===== src/rtl/rsr_cfg.svh =====
// register offsets, field positions and state codes for the receiver status readout
`ifndef RSR_CFG_SVH
`define RSR_CFG_SVH
`define RSR_OFS_STATE 6'h35
`define RSR_OFS_PKT 6'h38
`define RSR_OFS_RXB 6'h3b
`define RSR_PKT_CHK_BIT 7
`define RSR_PKT_CS_BIT 6
`define RSR_PKT_SFD_BIT 3
`define RSR_PKT_PINB_BIT 2
`define RSR_PKT_PINA_BIT 0
`define RSR_RXB_OVF_BIT 7
`define RSR_ST_SLEEP 5'h00
`define RSR_ST_IDLE 5'h01
`define RSR_ST_CRYSTAL_OFF_STATE 5'h02
`define RSR_ST_RX 5'h0d
`define RSR_ST_RX_END 5'h0e
`define RSR_ST_RX_RST 5'h0f
`define RSR_ST_OVF 5'h11
`endif


===== src/rtl/rsr_pkg.sv =====
// types shared by the receiver status readout
package rsr_pkg;
  typedef logic [4:0] rsr_state_t;
  typedef logic [6:0] rsr_count_t;
  typedef logic [7:0] rsr_byte_t;
  typedef logic [5:0] rsr_addr_t;
endpackage


===== src/rtl/rsr_flag_if.sv =====
// packet flag bundle passed from the flag tracker to the readout
`timescale 1ns/1ps
interface rsr_flag_if;
  logic chk_ok;
  logic carrier;
  logic frame_delimiter_flag;
  modport src (output chk_ok, output carrier, output frame_delimiter_flag);
  modport dst (input chk_ok, input carrier, input frame_delimiter_flag);
endinterface


===== src/rtl/rsr_flag_track.sv =====
// packet status flag tracker: checksum match, carrier sense, frame delimiter
`timescale 1ns/1ps
`include "rsr_cfg.svh"
module rsr_flag_track (
  input wire logic clk,
  input wire logic rst_n,
  input wire logic ce,
  input wire rsr_pkg::rsr_state_t state,
  input wire logic chk_done,
  input wire logic chk_match,
  input wire logic carrier_in,
  input wire logic sync_found,
  input wire logic pkt_end,
  input wire logic pkt_drop,
  rsr_flag_if.src flags
);
  import rsr_pkg::*;
  rsr_state_t state_reg;
  logic chk_reg, cs_reg, sfd_reg;
  logic rx_entry, idle_entry, ovf_entry;

  always_ff @(posedge clk or negedge rst_n) begin
    if (!rst_n) begin
      state_reg <= `RSR_ST_SLEEP;
    end else if (ce) begin
      state_reg <= state;
    end
  end

  // restart passes through the rx reset code, so entering it also counts
  assign rx_entry = (state != state_reg) &&
      (state == `RSR_ST_RX || state == `RSR_ST_RX_RST);
  assign idle_entry = (state == `RSR_ST_IDLE) && (state_reg != `RSR_ST_IDLE);
  assign ovf_entry = (state == `RSR_ST_OVF) && (state_reg != `RSR_ST_OVF);

  always_ff @(posedge clk or negedge rst_n) begin
    if (!rst_n) begin
      chk_reg <= 1'b0;
    end else if (ce) begin
      if (rx_entry) begin
        chk_reg <= 1'b0;
      end else if (chk_done) begin
        chk_reg <= chk_match;
      end
    end
  end

  always_ff @(posedge clk or negedge rst_n) begin
    if (!rst_n) begin
      cs_reg <= 1'b0;
    end else if (ce) begin
      cs_reg <= idle_entry ? 1'b0 : carrier_in;
    end
  end

  always_ff @(posedge clk or negedge rst_n) begin
    if (!rst_n) begin
      sfd_reg <= 1'b0;
    end else if (ce) begin
      if (pkt_end || pkt_drop || ovf_entry) begin
        sfd_reg <= 1'b0;
      end else if (sync_found) begin
        sfd_reg <= 1'b1;
      end
    end
  end

  assign flags.chk_ok = chk_reg;
  assign flags.carrier = cs_reg;
  assign flags.frame_delimiter_flag = sfd_reg;
endmodule


===== src/rtl/rsr_top.sv =====
// receiver status readout: state code, packet/pin status and rx fill registers
// Operation
// - state code register reports the 5-bit radio control state, upper bits zero
// - bit 7 shows last checksum match, cleared on entering or restarting receive
// - bit 6 shows carrier sense, cleared on entering idle
// - bit 3 sets on sync word received, clears at packet end
// - bit 3 also clears on filter drop or entering overflow state
// - bit 2 shows second output pin level, non-inverted
// - bit 0 shows first output pin level, non-inverted
// - fill register: overflow flag bit 7, byte count bits 6:0
`timescale 1ns/1ps
`include "rsr_cfg.svh"
module rsr_top (
  input wire logic REF_CLK,
  input wire logic RST_N,
  input wire logic CE,
  input wire rsr_pkg::rsr_state_t RADIO_STATE,
  input wire logic CHK_DONE,
  input wire logic CHK_MATCH,
  input wire logic CARRIER,
  input wire logic SYNC_FOUND,
  input wire logic PKT_END,
  input wire logic PKT_DROP,
  input wire logic OUTPUT_PIN_A_LEVEL,
  input wire logic OUTPUT_PIN_B_LEVEL,
  input wire logic OUTPUT_PIN_A_INVERT,
  input wire logic OUTPUT_PIN_B_INVERT,
  input wire logic RX_OVERFLOW_EVT,
  input wire logic RX_FLUSH,
  input wire rsr_pkg::rsr_count_t RX_FILL_COUNT,
  input wire logic RD_EN,
  input wire logic WR_EN,
  input wire rsr_pkg::rsr_addr_t ADDR,
  input wire rsr_pkg::rsr_byte_t WDATA,
  output logic [7:0] RDATA,
  output logic RVALID
);
  import rsr_pkg::*;
  rsr_flag_if flags ();
  logic ovf_reg;
  logic pin_a_raw, pin_b_raw;
  rsr_byte_t rdata_next;

  rsr_flag_track u_track (
    .clk(REF_CLK),
    .rst_n(RST_N),
    .ce(CE),
    .state(RADIO_STATE),
    .chk_done(CHK_DONE),
    .chk_match(CHK_MATCH),
    .carrier_in(CARRIER),
    .sync_found(SYNC_FOUND),
    .pkt_end(PKT_END),
    .pkt_drop(PKT_DROP),
    .flags(flags)
  );

  // pin levels arrive as driven on the pad; undo the inversion so the read
  // shows the internal signal, which is why it is a poor lock indicator
  assign pin_a_raw = OUTPUT_PIN_A_LEVEL ^ OUTPUT_PIN_A_INVERT;
  assign pin_b_raw = OUTPUT_PIN_B_LEVEL ^ OUTPUT_PIN_B_INVERT;

  // set beats flush in the same cycle so an overflow is not lost to a flush; a pulse while CE is low is dropped
  always_ff @(posedge REF_CLK or negedge RST_N) begin
    if (!RST_N) begin
      ovf_reg <= 1'b0;
    end else if (CE) begin
      if (RX_OVERFLOW_EVT) begin
        ovf_reg <= 1'b1;
      end else if (RX_FLUSH) begin
        ovf_reg <= 1'b0;
      end
    end
  end

  // write strobe and data are accepted but nothing is stored
  always_comb begin
    rdata_next = 8'h00;
    if (ADDR == `RSR_OFS_STATE) begin
      rdata_next = {3'h0, RADIO_STATE};
    end else if (ADDR == `RSR_OFS_PKT) begin
      rdata_next[`RSR_PKT_CHK_BIT] = flags.chk_ok;
      rdata_next[`RSR_PKT_CS_BIT] = flags.carrier;
      rdata_next[`RSR_PKT_SFD_BIT] = flags.frame_delimiter_flag;
      rdata_next[`RSR_PKT_PINB_BIT] = pin_b_raw;
      rdata_next[`RSR_PKT_PINA_BIT] = pin_a_raw;
    end else if (ADDR == `RSR_OFS_RXB) begin
      rdata_next = {ovf_reg, RX_FILL_COUNT};
    end
  end

  always_ff @(posedge REF_CLK or negedge RST_N) begin
    if (!RST_N) begin
      RDATA <= 8'h00;
      RVALID <= 1'b0;
    end else if (CE) begin
      RVALID <= RD_EN;
      if (RD_EN) begin
        RDATA <= rdata_next;
      end
    end
  end
endmodule


===== config.mk =====
export PLATFORM = sky130hd
export DESIGN_NAME = rsr_top
export DESIGN_NICKNAME = d
export VERILOG_FILES = /design/src/rtl/rsr_pkg.sv /design/src/rtl/rsr_flag_if.sv /design/src/rtl/rsr_flag_track.sv /design/src/rtl/rsr_top.sv
export VERILOG_INCLUDE_DIRS = /design/src /design/src/rtl
export SDC_FILE = /design/constraint.sdc
export NUM_CORES = 1
export LEC_CHECK = 0
export BUFFER_PORTS_ARGS = -buffer_cell sky130_fd_sc_hd__buf_2
export CORE_MARGIN = 5
export CORE_UTILIZATION = 39
export DETAILED_ROUTE_END_ITERATION = 16
export GPL_TIMING_DRIVEN = 0
export PLACE_DENSITY_LB_ADDON = 0.3
export SLEW_MARGIN = 20
export SYNTH_ARGS = -nofsm -noshare
export SYNTH_HDL_FRONTEND = slang
export SYNTH_SLANG_ARGS = --single-unit

===== constraint.sdc =====
create_clock -name REF_CLK -period 1.3 [get_ports REF_CLK]
set_input_delay 0.065 -clock REF_CLK [delete_from_list [all_inputs] [get_ports REF_CLK]]
set_output_delay 0.065 -clock REF_CLK [all_outputs]
set_load 0.03 [all_outputs]

# Yosys cells after proc, flatten, opt, wreduce, memory -nomap -nowiden
# Cells that the tools add are included.
# totals
word_cells	46
regBits	18
inputBits	43
output_inout_bits	9
# op_classes
n_eq_ne	10
muxes	14
reduce_logical	13
bitwise_logic	2
# op_table
cell	n
== test 6 bit, second input constant	3
two-way mux 8 bit	2
== test 5 x 4 -> 1 bit, second input constant	2
two-way mux 1 bit	9
AND reduction 2 bit	4
two-way mux 2 bit	3
nonzero test 2 bit	3
== test 5 x 1 -> 1 bit, second input constant	1
== test 5 bit, second input constant	1
!= test 5 x 1 -> 1 bit, second input constant	1
!= test 5 bit	1
!= test 5 bit, second input constant	1
logical AND 1 bit	3
logical OR 1 bit	3
bitwise XOR 1 bit	2

# Depth between registers and ports, before layout
# Gate-level depths: netlist of run 1.
# logic_depth
ltp_word	5
mapped_depth	5
depth_no_buf	5

# Hierarchy
# A second synthesis of run 1 with hierarchy kept.
# unflattened
hier_cells	92
hier_area_um2	934.6
# by_module_without_submodules
mod	cells_per_inst	seq_area_each_um2	area_per_inst_um2	instances
rsr_top	55	250.2	533.0	1
rsr_flag_track	37	200.2	401.6	1

# Worst setup path before layout of run 1
# Ideal clock, no wire load.
# synth_timing
path_kind	register -> register
startpoint	register u_track.state_reg[1]
endpoint	register u_track.sfd_reg (netlist: u_track.flags.frame_delimiter_flag)
required_ns	1.223
period_less_slack_ns	1.225
path_stages_with_launch	5
path_buffers	0
path_slack_ns	0.075
setup_ns	0.077
arrival_time_ns	1.147
path_cell_list	dfrtp_1 -> nor4_4 -> nand2_1 -> a311o_1 -> a21oi_1
# synth_between
elab_chain_len	5
elab_cells_between_ends	6
cone_classes	eq/ne: 1; mux: 1; reduce/logical: 4
# synth_lines
element	line	rtl
from (decl)	rsr_flag_track.sv:18	rsr_state_t state_reg;
from (signal assigned)	rsr_flag_track.sv:24	state_reg <= `RSR_ST_SLEEP;
from (signal assigned)	rsr_flag_track.sv:26	state_reg <= state;
!= test 5 bit (no source line) (*)	--	
logical AND 1 bit (*)	rsr_flag_track.sv:34	assign ovf_entry = (state == `RSR_ST_OVF) && (state_reg != `RSR_ST_OVF);
logical OR 1 bit (*)	rsr_flag_track.sv:60	if (pkt_end || pkt_drop || ovf_entry) begin
nonzero test 2 bit (no source line)	--	
AND reduction 2 bit (no source line)	--	
to (signal assigned)	rsr_flag_track.sv:58	sfd_reg <= 1'b0;
to (signal assigned)	rsr_flag_track.sv:61	sfd_reg <= 1'b0;
to (signal assigned)	rsr_flag_track.sv:63	sfd_reg <= 1'b1;
to (decl)	rsr_flag_track.sv:19	logic chk_reg, cs_reg, sfd_reg;
# Mark *: on every way between the ends. The rest lies on a longest branch, timed or not.
# A chain may end at the register's enable or synchronous reset.

# Worst setup path after layout of run 1
# layout_timing
startpoint	register u_track.state_reg[0]
endpoint	register u_track.sfd_reg (netlist: u_track.flags.frame_delimiter_flag)
# Same word-level chain as after synthesis.

==> results of run 1 <==
-- worst paths after layout --
path | start | endpoint | depth (start not counted)
worst max-delay path | u_track.state_reg[0] | u_track.flags.frame_delimiter_flag | 5
worst min-delay path | SYNC_FOUND | u_track.flags.frame_delimiter_flag | 3
worst max register to register | u_track.state_reg[0] | u_track.flags.frame_delimiter_flag | 5
worst min register to register | RDATA[2] | RDATA[2] | 2
max in group asynchronous | RST_N | u_track.flags.chk_ok | 2
min in group asynchronous | RST_N | RDATA[3] | 2
-- cells by family after synthesis --
| kind of cell | synth area share, % |
|---|---|
| XOR/XNOR | 2.79 |
| buffers and inverters | 3.45 |
| flip-flops | 47.8 |
| multiplexers | 3.59 |
| AND/OR/NAND/NOR | 21.3 |
| AO/OA/AOI/OAI | 21.1 |
-- power groups by stage --
| stage | clock (uW) | sequential [uW] | combinational, uW |
|---|---|---|---|
| detailed placement | 0 | 640 | 225 |
| CTS | 354 | 629 | 240 |
| global placement | 0 | 638 | 217 |
| floorplan | 0 | 657 | 97.6 |
| global route | 387 | 633 | 270 |
| finish | 345 | 629 | 242 |
-- metrics by stage --
stage | instance area (um2) | util [%]
2_1_floorplan | 942 | -
3_3_place_gp | 1180 | 52.4
5_1_grt | 1280 | 56.8
3_5_place_dp | 1180 | 52.4
6_report | 1280 | 56.8
4_1_cts | 1260 | 55.9
-- layout by cell type, fill, tap and decap left out, types with 2 or more instances in the layout --
master / count
dlygate4sd3_1: 4
clkbuf_4: 3
nand2_1: 17
dfrtp_1: 18
buf_4: 2
a221o_1: 2
xor2_1: 3
a22oi_1: 4
nor3_2: 3
mux2_1: 3
o21ai_0: 3
inv_1: 3
nand4b_1: 2
o22ai_1: 2
a21oi_1: 4
o21ai_1: 11
inv_2: 2
buf_2: 43
-- per-layer routing --
layer | vias up | part of all wire, %
li1 | 455 | -
met1 | 427 | 42
met5 | - | 0
met4 | 0 | 1.8
met3 | 6 | 7.2
met2 | 34 | 49
-- final cells by class --
type | count | share of cell area (%)
multi-input cells | 69 | 36.4
flip-flops and latches | 18 | 35.2
plain buffers | 3 | 1.08
repair buffers | 47 | 20.3
clock buffers | 4 | 2.83
well taps | 28 | 2.74
inverters | 5 | 1.47
-- critical path: cells and delay by family, from the launching register on --
| family | cells | cell delay, ns |
|---|---|---|
| compound gates | 2 | 0.42 |
| simple gates | 2 | 0.39 |
| buf+inv | 1 | 0.06 |
| flops | 1 | 0.36 |
-- what timing repair did --
action / CTS / global route
endpoints found under the setup margin: 2 / 2
buffers inserted: 2 / 0
hold endpoints to repair: 19 / 2
pin swaps: 3 / 1
hold buffers: 2 / 2
resized for setup: 1 / 0
==> results.py, run 1 <==
metrics = {
    "outcome": {
        "status": "complete, no violations",
    },
    "cells_and_area": {
        "fillers": 224,
        "final_nets": 190,
        "regArea_um2": 450,
        "largest_reg_flops": 8,
        "syn_to_final_growth_pct": 35.9,
        "multiInputGateArea_um2": 465,
        "antenna_cells": 0,
        "drive_above_1_share_pct": 39.7,
        "layout.cells.non_filler": 174,
    },
    "sta": {
        "setup-tns-final_ns": 0,
        "whs_ns": 0.0428,
        "worst_pin_slew_ns": 0.486,
        "finalSetupViolations": 0,
        "slew_headroom_pct": 67.4,
        "rsz0062_at_grt": "yes",
        "hold_viol": 0,
        "worst_slack_ns": 0.00634,
        "maxSlewViolCount": 0,
        "skew_ns": 0.00280,
        "fin_crit_sh_pct": 99.5,
        "max_freq_mhz": 773,
        "min_period_ns": 1.29,
    },
    "yosys": {
        "synth_most_common_cell": "dfrtp_1",
        "synthArstFlopShare_pct": 100,
        "syn_area_um2": 942,
        "synth_nets": 138,
        "synthDistinctLibCells": 30,
        "synth_area_per_cell_um2": 9.92,
        "synth-seq-area-share_pct": 47.8,
        "yosysTopAreaCell": "dfrtp_1",
        "synth_edf_count": 0,
        "synthCells": 95,
        "synthTopCellsByCount": "18 x dfrtp_1, 17 x nand2_1, 11 x o21ai_1, 4 x a21oi_1, 4 x a22oi_1",
        "synth.top_cell.area_share_pct": 47.8,
        "synth-main-ff-cell": "dfrtp_1",
        "synthTopCellsByArea": "dfrtp_1 48%, nand2_1 6.8%, o21ai_1 5.8%, mux2_1 3.6%, nor3_2 3.2%",
        "ys_ff_latch": 18,
        "yosysWarnings": 0,
    },
    "power_and_ir_drop": {
        "power_frac_clock_pct": 28.4,
        "p_seq_share_pct": 51.7,
        "p_leak_uw": 0.000600,
        "swShare_pct": 27.6,
        "p_per_area_nw_per_um2": 949,
        "p_comb_share_pct": 19.9,
        "ir_drop_mv": 0.937,
        "p_int_uw": 879,
        "p_total_uw": 1210,
        "p_switching_uw": 336,
    },
    "grt": {
        "grt_pass1_vias": 905,
        "grt_max_degree": 19,
        "met3_usage_pct": 5.01,
        "grt_most_used_layer": "met2",
        "grtUsageMet2_pct": 25.6,
        "grt_antenna_before_repair": 0,
        "grtUsageMet1_pct": 18.7,
        "grt_usage_pct": 15.2,
        "grt_overflow": 0,
        "grt_pass1_wl_mm": 4.07,
    },
    "flow_run": {
        "drv_cap": 0,
    },
    "placed_design": {
        "place.gp.congestion": 0.848,
        "port_buffers": 41,
        "placedCellCount": 164,
        "dp_hpwl_mm": 2.00,
        "dp_slack_ns": -0.0337,
    },
    "die": {
        "fp.dieH_um": 59.2,
        "die_area_um2": 3500,
        "start_util_pct": 41.8,
        "placement_rows": 17,
        "core_um2": 2250,
        "die_w_um": 59.2,
        "ios": 52,
    },
    "clock_tree": {
        "htree_num_levels": 1,
        "clockBufferDepth": 2,
        "path_clk_slew_ns": 0.10,
        "root_buffer": "clkbuf_4",
        "cts_buffers": 3,
        "cts_tree": "built",
        "clock_sinks": 18,
        "clkLatencyLatePin_ns": 0.29,
    },
    "routing": {
        "vias_per_cell": 5.30,
        "routedWlPerCell_um": 14.1,
        "routed_wl_mm": 2.45,
        "drc": 0,
        "vias": 922,
        "dr.pass1.iters": 4,
        "drt_iter0_markers": 21,
        "antenna_left": 0,
    },
    "worst_setup_path": {
        "r2r_slack_ns": 0.006,
        "crit_path_end_kind": "flip-flop",
        "cp_slowest_cell": "dfrtp_1",
        "crit_required_ns": 1.53,
        "crit_chain": "inv_2 > nor4_4 > nand2_1 > a311o_1 > a21oi_1",
        "cp_max_fo": 4,
        "worstPathArrival_ns": 1.52,
        "worstSetupPathType": "reg -> reg",
        "cp-start-kind": "flip-flop",
        "slowest_delay_ns": 0.36,
    },
    "hold_path": {
        "hold_class": "in -> reg",
    },
}
Note: power is estimated with default switching activity, not from simulation.
==> run 2, diff against run 1 <==
PLACE_DENSITY = 0.85   (was unset)
PLACE_DENSITY_LB_ADDON = unset   (was 0.3)
==> run 2 against run 1 <==
Against the previous run:
- die area did not move
- clock skew fell by 0.0021 ns
- non-clock buffer count fell by 1
- clock power rose by 2%
- register-to-register slack improved by 0.03 ns
- critical path depth fell by 1
- global-route usage rose by 1.3 points
- final area fell by 0.59%
- setup slack improved by 0.026 ns
- clock-buffer cell count did not move
- utilization fell by 0.33 points
- cell count fell by 0.57%
==> results.py, run 2 (synthesis gave the netlist of run 1 again) <==
metrics = {
    "flow_run": {
        "drv_cap": 0,
    },
    "placed_design": {
        "port_buffers": 41,
        "place.gp.congestion": 0.748,
        "dp_hpwl_mm": 2.08,
    },
    "worst_setup_path": {
        "r2r-end": "u_track.flags.frame_delimiter_flag",
        "worstSetupPathType": "reg -> reg",
        "r2r-start": "u_track.state_reg[3]",
        "r2r_slack_ns": 0.03,
        "worstPathArrival_ns": 1.50,
        "rr_worst_depth": 4,
        "crit_required_ns": 1.53,
        "cp-start-kind": "flip-flop",
        "cp_max_fo": 2,
        "crit_path_end_kind": "flip-flop",
    },
    "sta": {
        "fin_crit_sh_pct": 97.5,
        "worst_pin_slew_ns": 0.502,
        "finalSetupViolations": 0,
        "hold_viol": 0,
        "maxSlewViolCount": 0,
        "slew_headroom_pct": 66.3,
        "max_freq_mhz": 789,
        "rsz0062_at_grt": "yes",
        "skew_ns": 0.000666,
        "setup-tns-final_ns": 0,
        "min_period_ns": 1.27,
    },
    "clock_tree": {
        "htree_num_levels": 1,
        "clockBufferDepth": 2,
        "clock_sinks": 18,
        "cts_tree": "built",
        "root_buffer": "clkbuf_4",
        "cts_buffers": 3,
        "clkLatencyLatePin_ns": 0.30,
        "path_clk_slew_ns": 0.10,
    },
    "die": {
        "placement_rows": 17,
        "die_area_um2": 3500,
        "die_w_um": 59.2,
        "fp.dieH_um": 59.2,
        "core_um2": 2250,
        "start_util_pct": 41.8,
        "ios": 52,
    },
    "power_and_ir_drop": {
        "p_int_uw": 878,
        "p_leak_uw": 0.000595,
        "p_per_area_nw_per_um2": 965,
        "p_switching_uw": 350,
        "power_frac_clock_pct": 28.7,
        "p_total_uw": 1230,
        "ir_drop_mv": 0.528,
        "p_comb_share_pct": 20.0,
        "swShare_pct": 28.5,
        "p_seq_share_pct": 51.2,
    },
    "routing": {
        "routed_wl_mm": 2.68,
        "vias": 952,
        "drt_iter0_markers": 24,
        "drc": 0,
        "routedWlPerCell_um": 15.5,
        "vias_per_cell": 5.50,
        "dr.pass1.iters": 4,
        "antenna_left": 0,
    },
    "cells_and_area": {
        "final_nets": 189,
        "layout_commonest_cell": "buf_2",
        "drive_above_1_share_pct": 39.3,
        "antenna_cells": 0,
        "mostFrequentLayoutCells": "43 x buf_2, 18 x dfrtp_1, 17 x nand2_1",
        "syn_to_final_growth_pct": 35.1,
        "largest_reg_flops": 8,
    },
    "grt": {
        "grt_pass1_wl_mm": 4.39,
        "grt_antenna_before_repair": 0,
        "grt_max_degree": 19,
        "grt_overflow": 0,
        "grt_pass1_vias": 997,
        "grt_usage_pct": 16.5,
    },
    "hold_path": {
        "hold_path_depth": 3,
        "hold_end": "u_track.flags.frame_delimiter_flag",
        "hold_class": "in -> reg",
        "hp-start": "SYNC_FOUND",
    },
    "outcome": {
        "status": "complete, no violations",
    },
}
-- run 2: changes by cell type in the layout (fill, tap and decap cells not counted) --
cell,delta
buf_4,-1
-- run 2: area by class of cell --
class,instances,area [um2]
buffer,3,13.8
clock buffer,4,36.3
fill,214,982
inverter,5,18.8
multi-input combinational,69,465
sequential,18,450
tap,28,35.0
timing repair buffer,46,253
-- run 2: timing repair --
| item | 4_1_cts | 5_1_grt |
|---|---|---|
| hold buffers | 4 | 0 |
| gates resized for setup | 1 | 0 |
| pin swaps | 4 | 1 |
| hold endpoints to repair | 21 | 0 |
| buffers inserted | 1 | 0 |
| gates cloned | 0 | 0 |
| setup endpoints to repair | 2 | 2 |
-- run 2: routing by layer --
| metal | GRT usage, % | up-vias | part of all wire (%) | wire [um] |
|---|---|---|---|---|
| li1 | - | 451 | - | - |
| met1 | 19.1 | 453 | 38 | 1010 |
| met2 | 29.2 | 39 | 53 | 1410 |
| met3 | 2.83 | 9 | 7.0 | 186 |
| met4 | 7.77 | 0 | 2.6 | 70 |
| met5 | 0 | - | 0 | 0 |
-- run 2: how the worst max path moves through the flow --
| stage | startpoint | slack, ns | depth (start not counted) | endpoint |
|---|---|---|---|---|
| final | u_track.state_reg[3] | 0.03 | 4 | u_track.flags.frame_delimiter_flag |
| after global routing | u_track.state_reg[1] | -0.10 | 4 | u_track.flags.chk_ok |
| after CTS | u_track.state_reg[3] | 0.04 | 4 | u_track.flags.frame_delimiter_flag |
| after detailed placement | u_track.state_reg[1] | -0.03 | 4 | u_track.flags.frame_delimiter_flag |
| after global placement | u_track.state_reg[1] | 0.03 | 4 | u_track.flags.frame_delimiter_flag |
| after floorplan | u_track.state_reg[1] | 0.08 | 4 | u_track.flags.frame_delimiter_flag |
-- run 2: metrics by stage --
step                area, um2  worst slack (ns)  hold WS, ns  instances  utilization, %
finish                   1270            0.0322       0.0385        173            56.4
global route             1270            -0.100       0.0667        173            56.4
detailed placement       1180           -0.0264       0.0168        164            52.4
CTS                      1270            0.0394       0.0409        173            56.4
global placement         1180            0.0286      0.00670        164            52.4
floorplan                 942            0.0755       -0.231         95               -
-- run 2: power by group through the flow --
stage | combinational, uW | sequential, uW | clock, uW
5_1_grt | 273 | 634 | 382
4_1_cts | 246 | 628 | 360
2_1_floorplan | 97.6 | 657 | 0
6_report | 246 | 629 | 353
3_3_place_gp | 216 | 638 | 0
3_5_place_dp | 226 | 640 | 0
-- run 2: critical path, stage by stage (launching register included) --
cell and delay, ns:
dfrtp_1 0.43, nor4_4 0.29, nand2_1 0.10, a311o_1 0.27, a21oi_1 0.12
==> run 3, diff against run 2 <==
CORE_ASPECT_RATIO = 0.6   (was unset)
==> run 3 against run 2 <==
Against the previous run:
- sequential power is essentially flat
- first-iteration DRC count grew 96%
- flip-flop and latch count is the same
- non-clock buffer count shrank 4
- global-route usage shrank 1.6 points
- via count shrank 6.3%
- setup slack gained 0.027 ns
- critical path depth is the same
- final area shrank 1.3%
- worst hold slack gained 0.0021 ns
- cell count shrank 1.2%
- critical path type unchanged
- highest routed layer unchanged
==> results.py, run 3 (synthesis gave the netlist of run 1 again) <==
metrics = {
    "worst_setup_path": {
        "slowest_delay_ns": 0.42,
        "cp-startpoint": "u_track.state_reg[3]",
        "crit_path_end_kind": "flip-flop",
        "cp_slowest_cell": "dfrtp_1",
        "crit_required_ns": 1.48,
        "worstSetupPathType": "reg -> reg",
        "rr_worst_depth": 4,
        "r2r-end": "u_track.flags.frame_delimiter_flag",
        "r2r_slack_ns": 0.06,
        "cp_max_fo": 3,
        "worstPathArrival_ns": 1.42,
        "r2r-start": "u_track.state_reg[3]",
        "crit_chain": "nor4_4 > nand2_1 > a311o_1 > a21oi_1",
        "cp-start-kind": "flip-flop",
    },
    "die": {
        "ios": 52,
        "fp.dieH_um": 48.1,
        "core_um2": 2230,
        "die_w_um": 73.5,
        "placement_rows": 13,
        "start_util_pct": 42.3,
        "die_area_um2": 3530,
    },
    "flow_run": {
        "drv_cap": 0,
    },
    "clock_tree": {
        "clockBufferDepth": 2,
        "root_buffer": "clkbuf_8",
        "postCtsSetupBuffers": 0,
        "clock_sinks": 18,
        "cts_tree": "built",
        "cts_buffers": 3,
        "path_clk_slew_ns": 0.07,
        "htree_num_levels": 1,
        "clkLatencyLatePin_ns": 0.25,
    },
    "cells_and_area": {
        "largest_reg_flops": 8,
        "final_nets": 185,
        "antenna_cells": 0,
        "syn_to_final_growth_pct": 33.3,
        "layout_commonest_cell": "buf_2",
        "mostFrequentLayoutCells": "43 x buf_2, 18 x dfrtp_1, 17 x nand2_1",
        "drive_above_1_share_pct": 39.7,
    },
    "hold_path": {
        "hold_class": "in -> reg",
        "hold_path_depth": 3,
        "hold_end": "RDATA[5]",
        "hp-start": "RX_FILL_COUNT[5]",
    },
    "grt": {
        "grt_pass1_vias": 875,
        "grt_overflow": 0,
        "grt_max_degree": 19,
        "grt_usage_pct": 14.9,
        "grt_pass1_wl_mm": 3.90,
        "grt_antenna_before_repair": 0,
    },
    "sta": {
        "hold_viol": 0,
        "min_period_ns": 1.24,
        "fin_crit_sh_pct": 95.5,
        "max_freq_mhz": 806,
        "maxSlewViolCount": 0,
        "slew_headroom_pct": 65.4,
        "finalSetupViolations": 0,
        "rsz0062_at_grt": "yes",
        "skew_ns": 0.00116,
        "worst_pin_slew_ns": 0.511,
        "worst_slack_ns": 0.0591,
        "setup-tns-final_ns": 0,
    },
    "routing": {
        "routed_wl_mm": 2.50,
        "drt_iter0_markers": 47,
        "vias": 892,
        "routedWlPerCell_um": 14.6,
        "drc": 0,
        "antenna_left": 0,
        "dr.pass1.iters": 4,
        "vias_per_cell": 5.22,
    },
    "placed_design": {
        "place.gp.congestion": 0.790,
        "port_buffers": 41,
        "dp_slack_ns": -0.00947,
        "dp_hpwl_mm": 2.00,
    },
    "outcome": {
        "status": "complete, no violations",
    },
    "power_and_ir_drop": {
        "ir_drop_mv": 0.620,
        "p_leak_uw": 0.000585,
        "p_per_area_nw_per_um2": 1050,
    },
}
[run 3: worst max-delay path by stage]
stage / endpoint / slack [ns] / depth (start not counted)
3_5_place_dp: u_track.flags.frame_delimiter_flag / -0.009 / 4
3_3_place_gp: u_track.flags.frame_delimiter_flag / 0.02 / 4
5_1_grt: u_track.flags.chk_ok / -0.05 / 4
2_1_floorplan: u_track.flags.frame_delimiter_flag / 0.08 / 4
4_1_cts: u_track.flags.frame_delimiter_flag / 0.04 / 4
6_report: u_track.flags.frame_delimiter_flag / 0.06 / 4
[run 3: layout make-up]
type                            count  area (um2)
Clock buffer                        4        55.1
Fill cell                         210         972
Inverter                            5        18.8
Sequential cell                    18         450
Buffer                              3        13.8
Tap cell                           30        37.5
Multi-Input combinational cell     69         465
Timing Repair Buffer               42         215
[run 3: critical path, delay by kind of cell, from the launching register on]
family	cells	cell delay (ns)
compound gates	2	0.39
flops	1	0.42
simple gates	2	0.37
[run 3: timing repair]
item                                    4_1_cts  5_1_grt
resized for setup                             1        0
endpoints found under the hold margin        18        0
pin swaps                                     4        1
endpoints found under the setup margin        2        2
hold buffers                                  1        0
[run 3: per-stage QoR]
step / std cells / hold WS (ns) / cell area [um2] / total power, uW / utilization [%]
5_1_grt: 171 / 0.0262 / 1260 / 1390 / 56.4
4_1_cts: 171 / 0.0347 / 1260 / 1330 / 56.4
6_report: 171 / 0.0407 / 1260 / 1320 / 56.4
3_5_place_dp: 166 / 0.0223 / 1180 / 866 / 53.2
2_1_floorplan: 95 / -0.231 / 942 / 754 / -
3_3_place_gp: 166 / 0.00888 / 1180 / 855 / 53.2
[run 3: layer usage]
metal	wire (um)	global-route usage, %	vias to the layer above
met5	0	0	-
met4	54	5.78	0
met3	224	5.87	7
met2	1140	25.2	36
met1	1080	17.6	407
li1	-	-	442
[run 3: report_power, final]
group / internal [uW] / switching (uW)
combinational: 97.9 / 132
clock: 269 / 187
sequential: 601 / 29.9
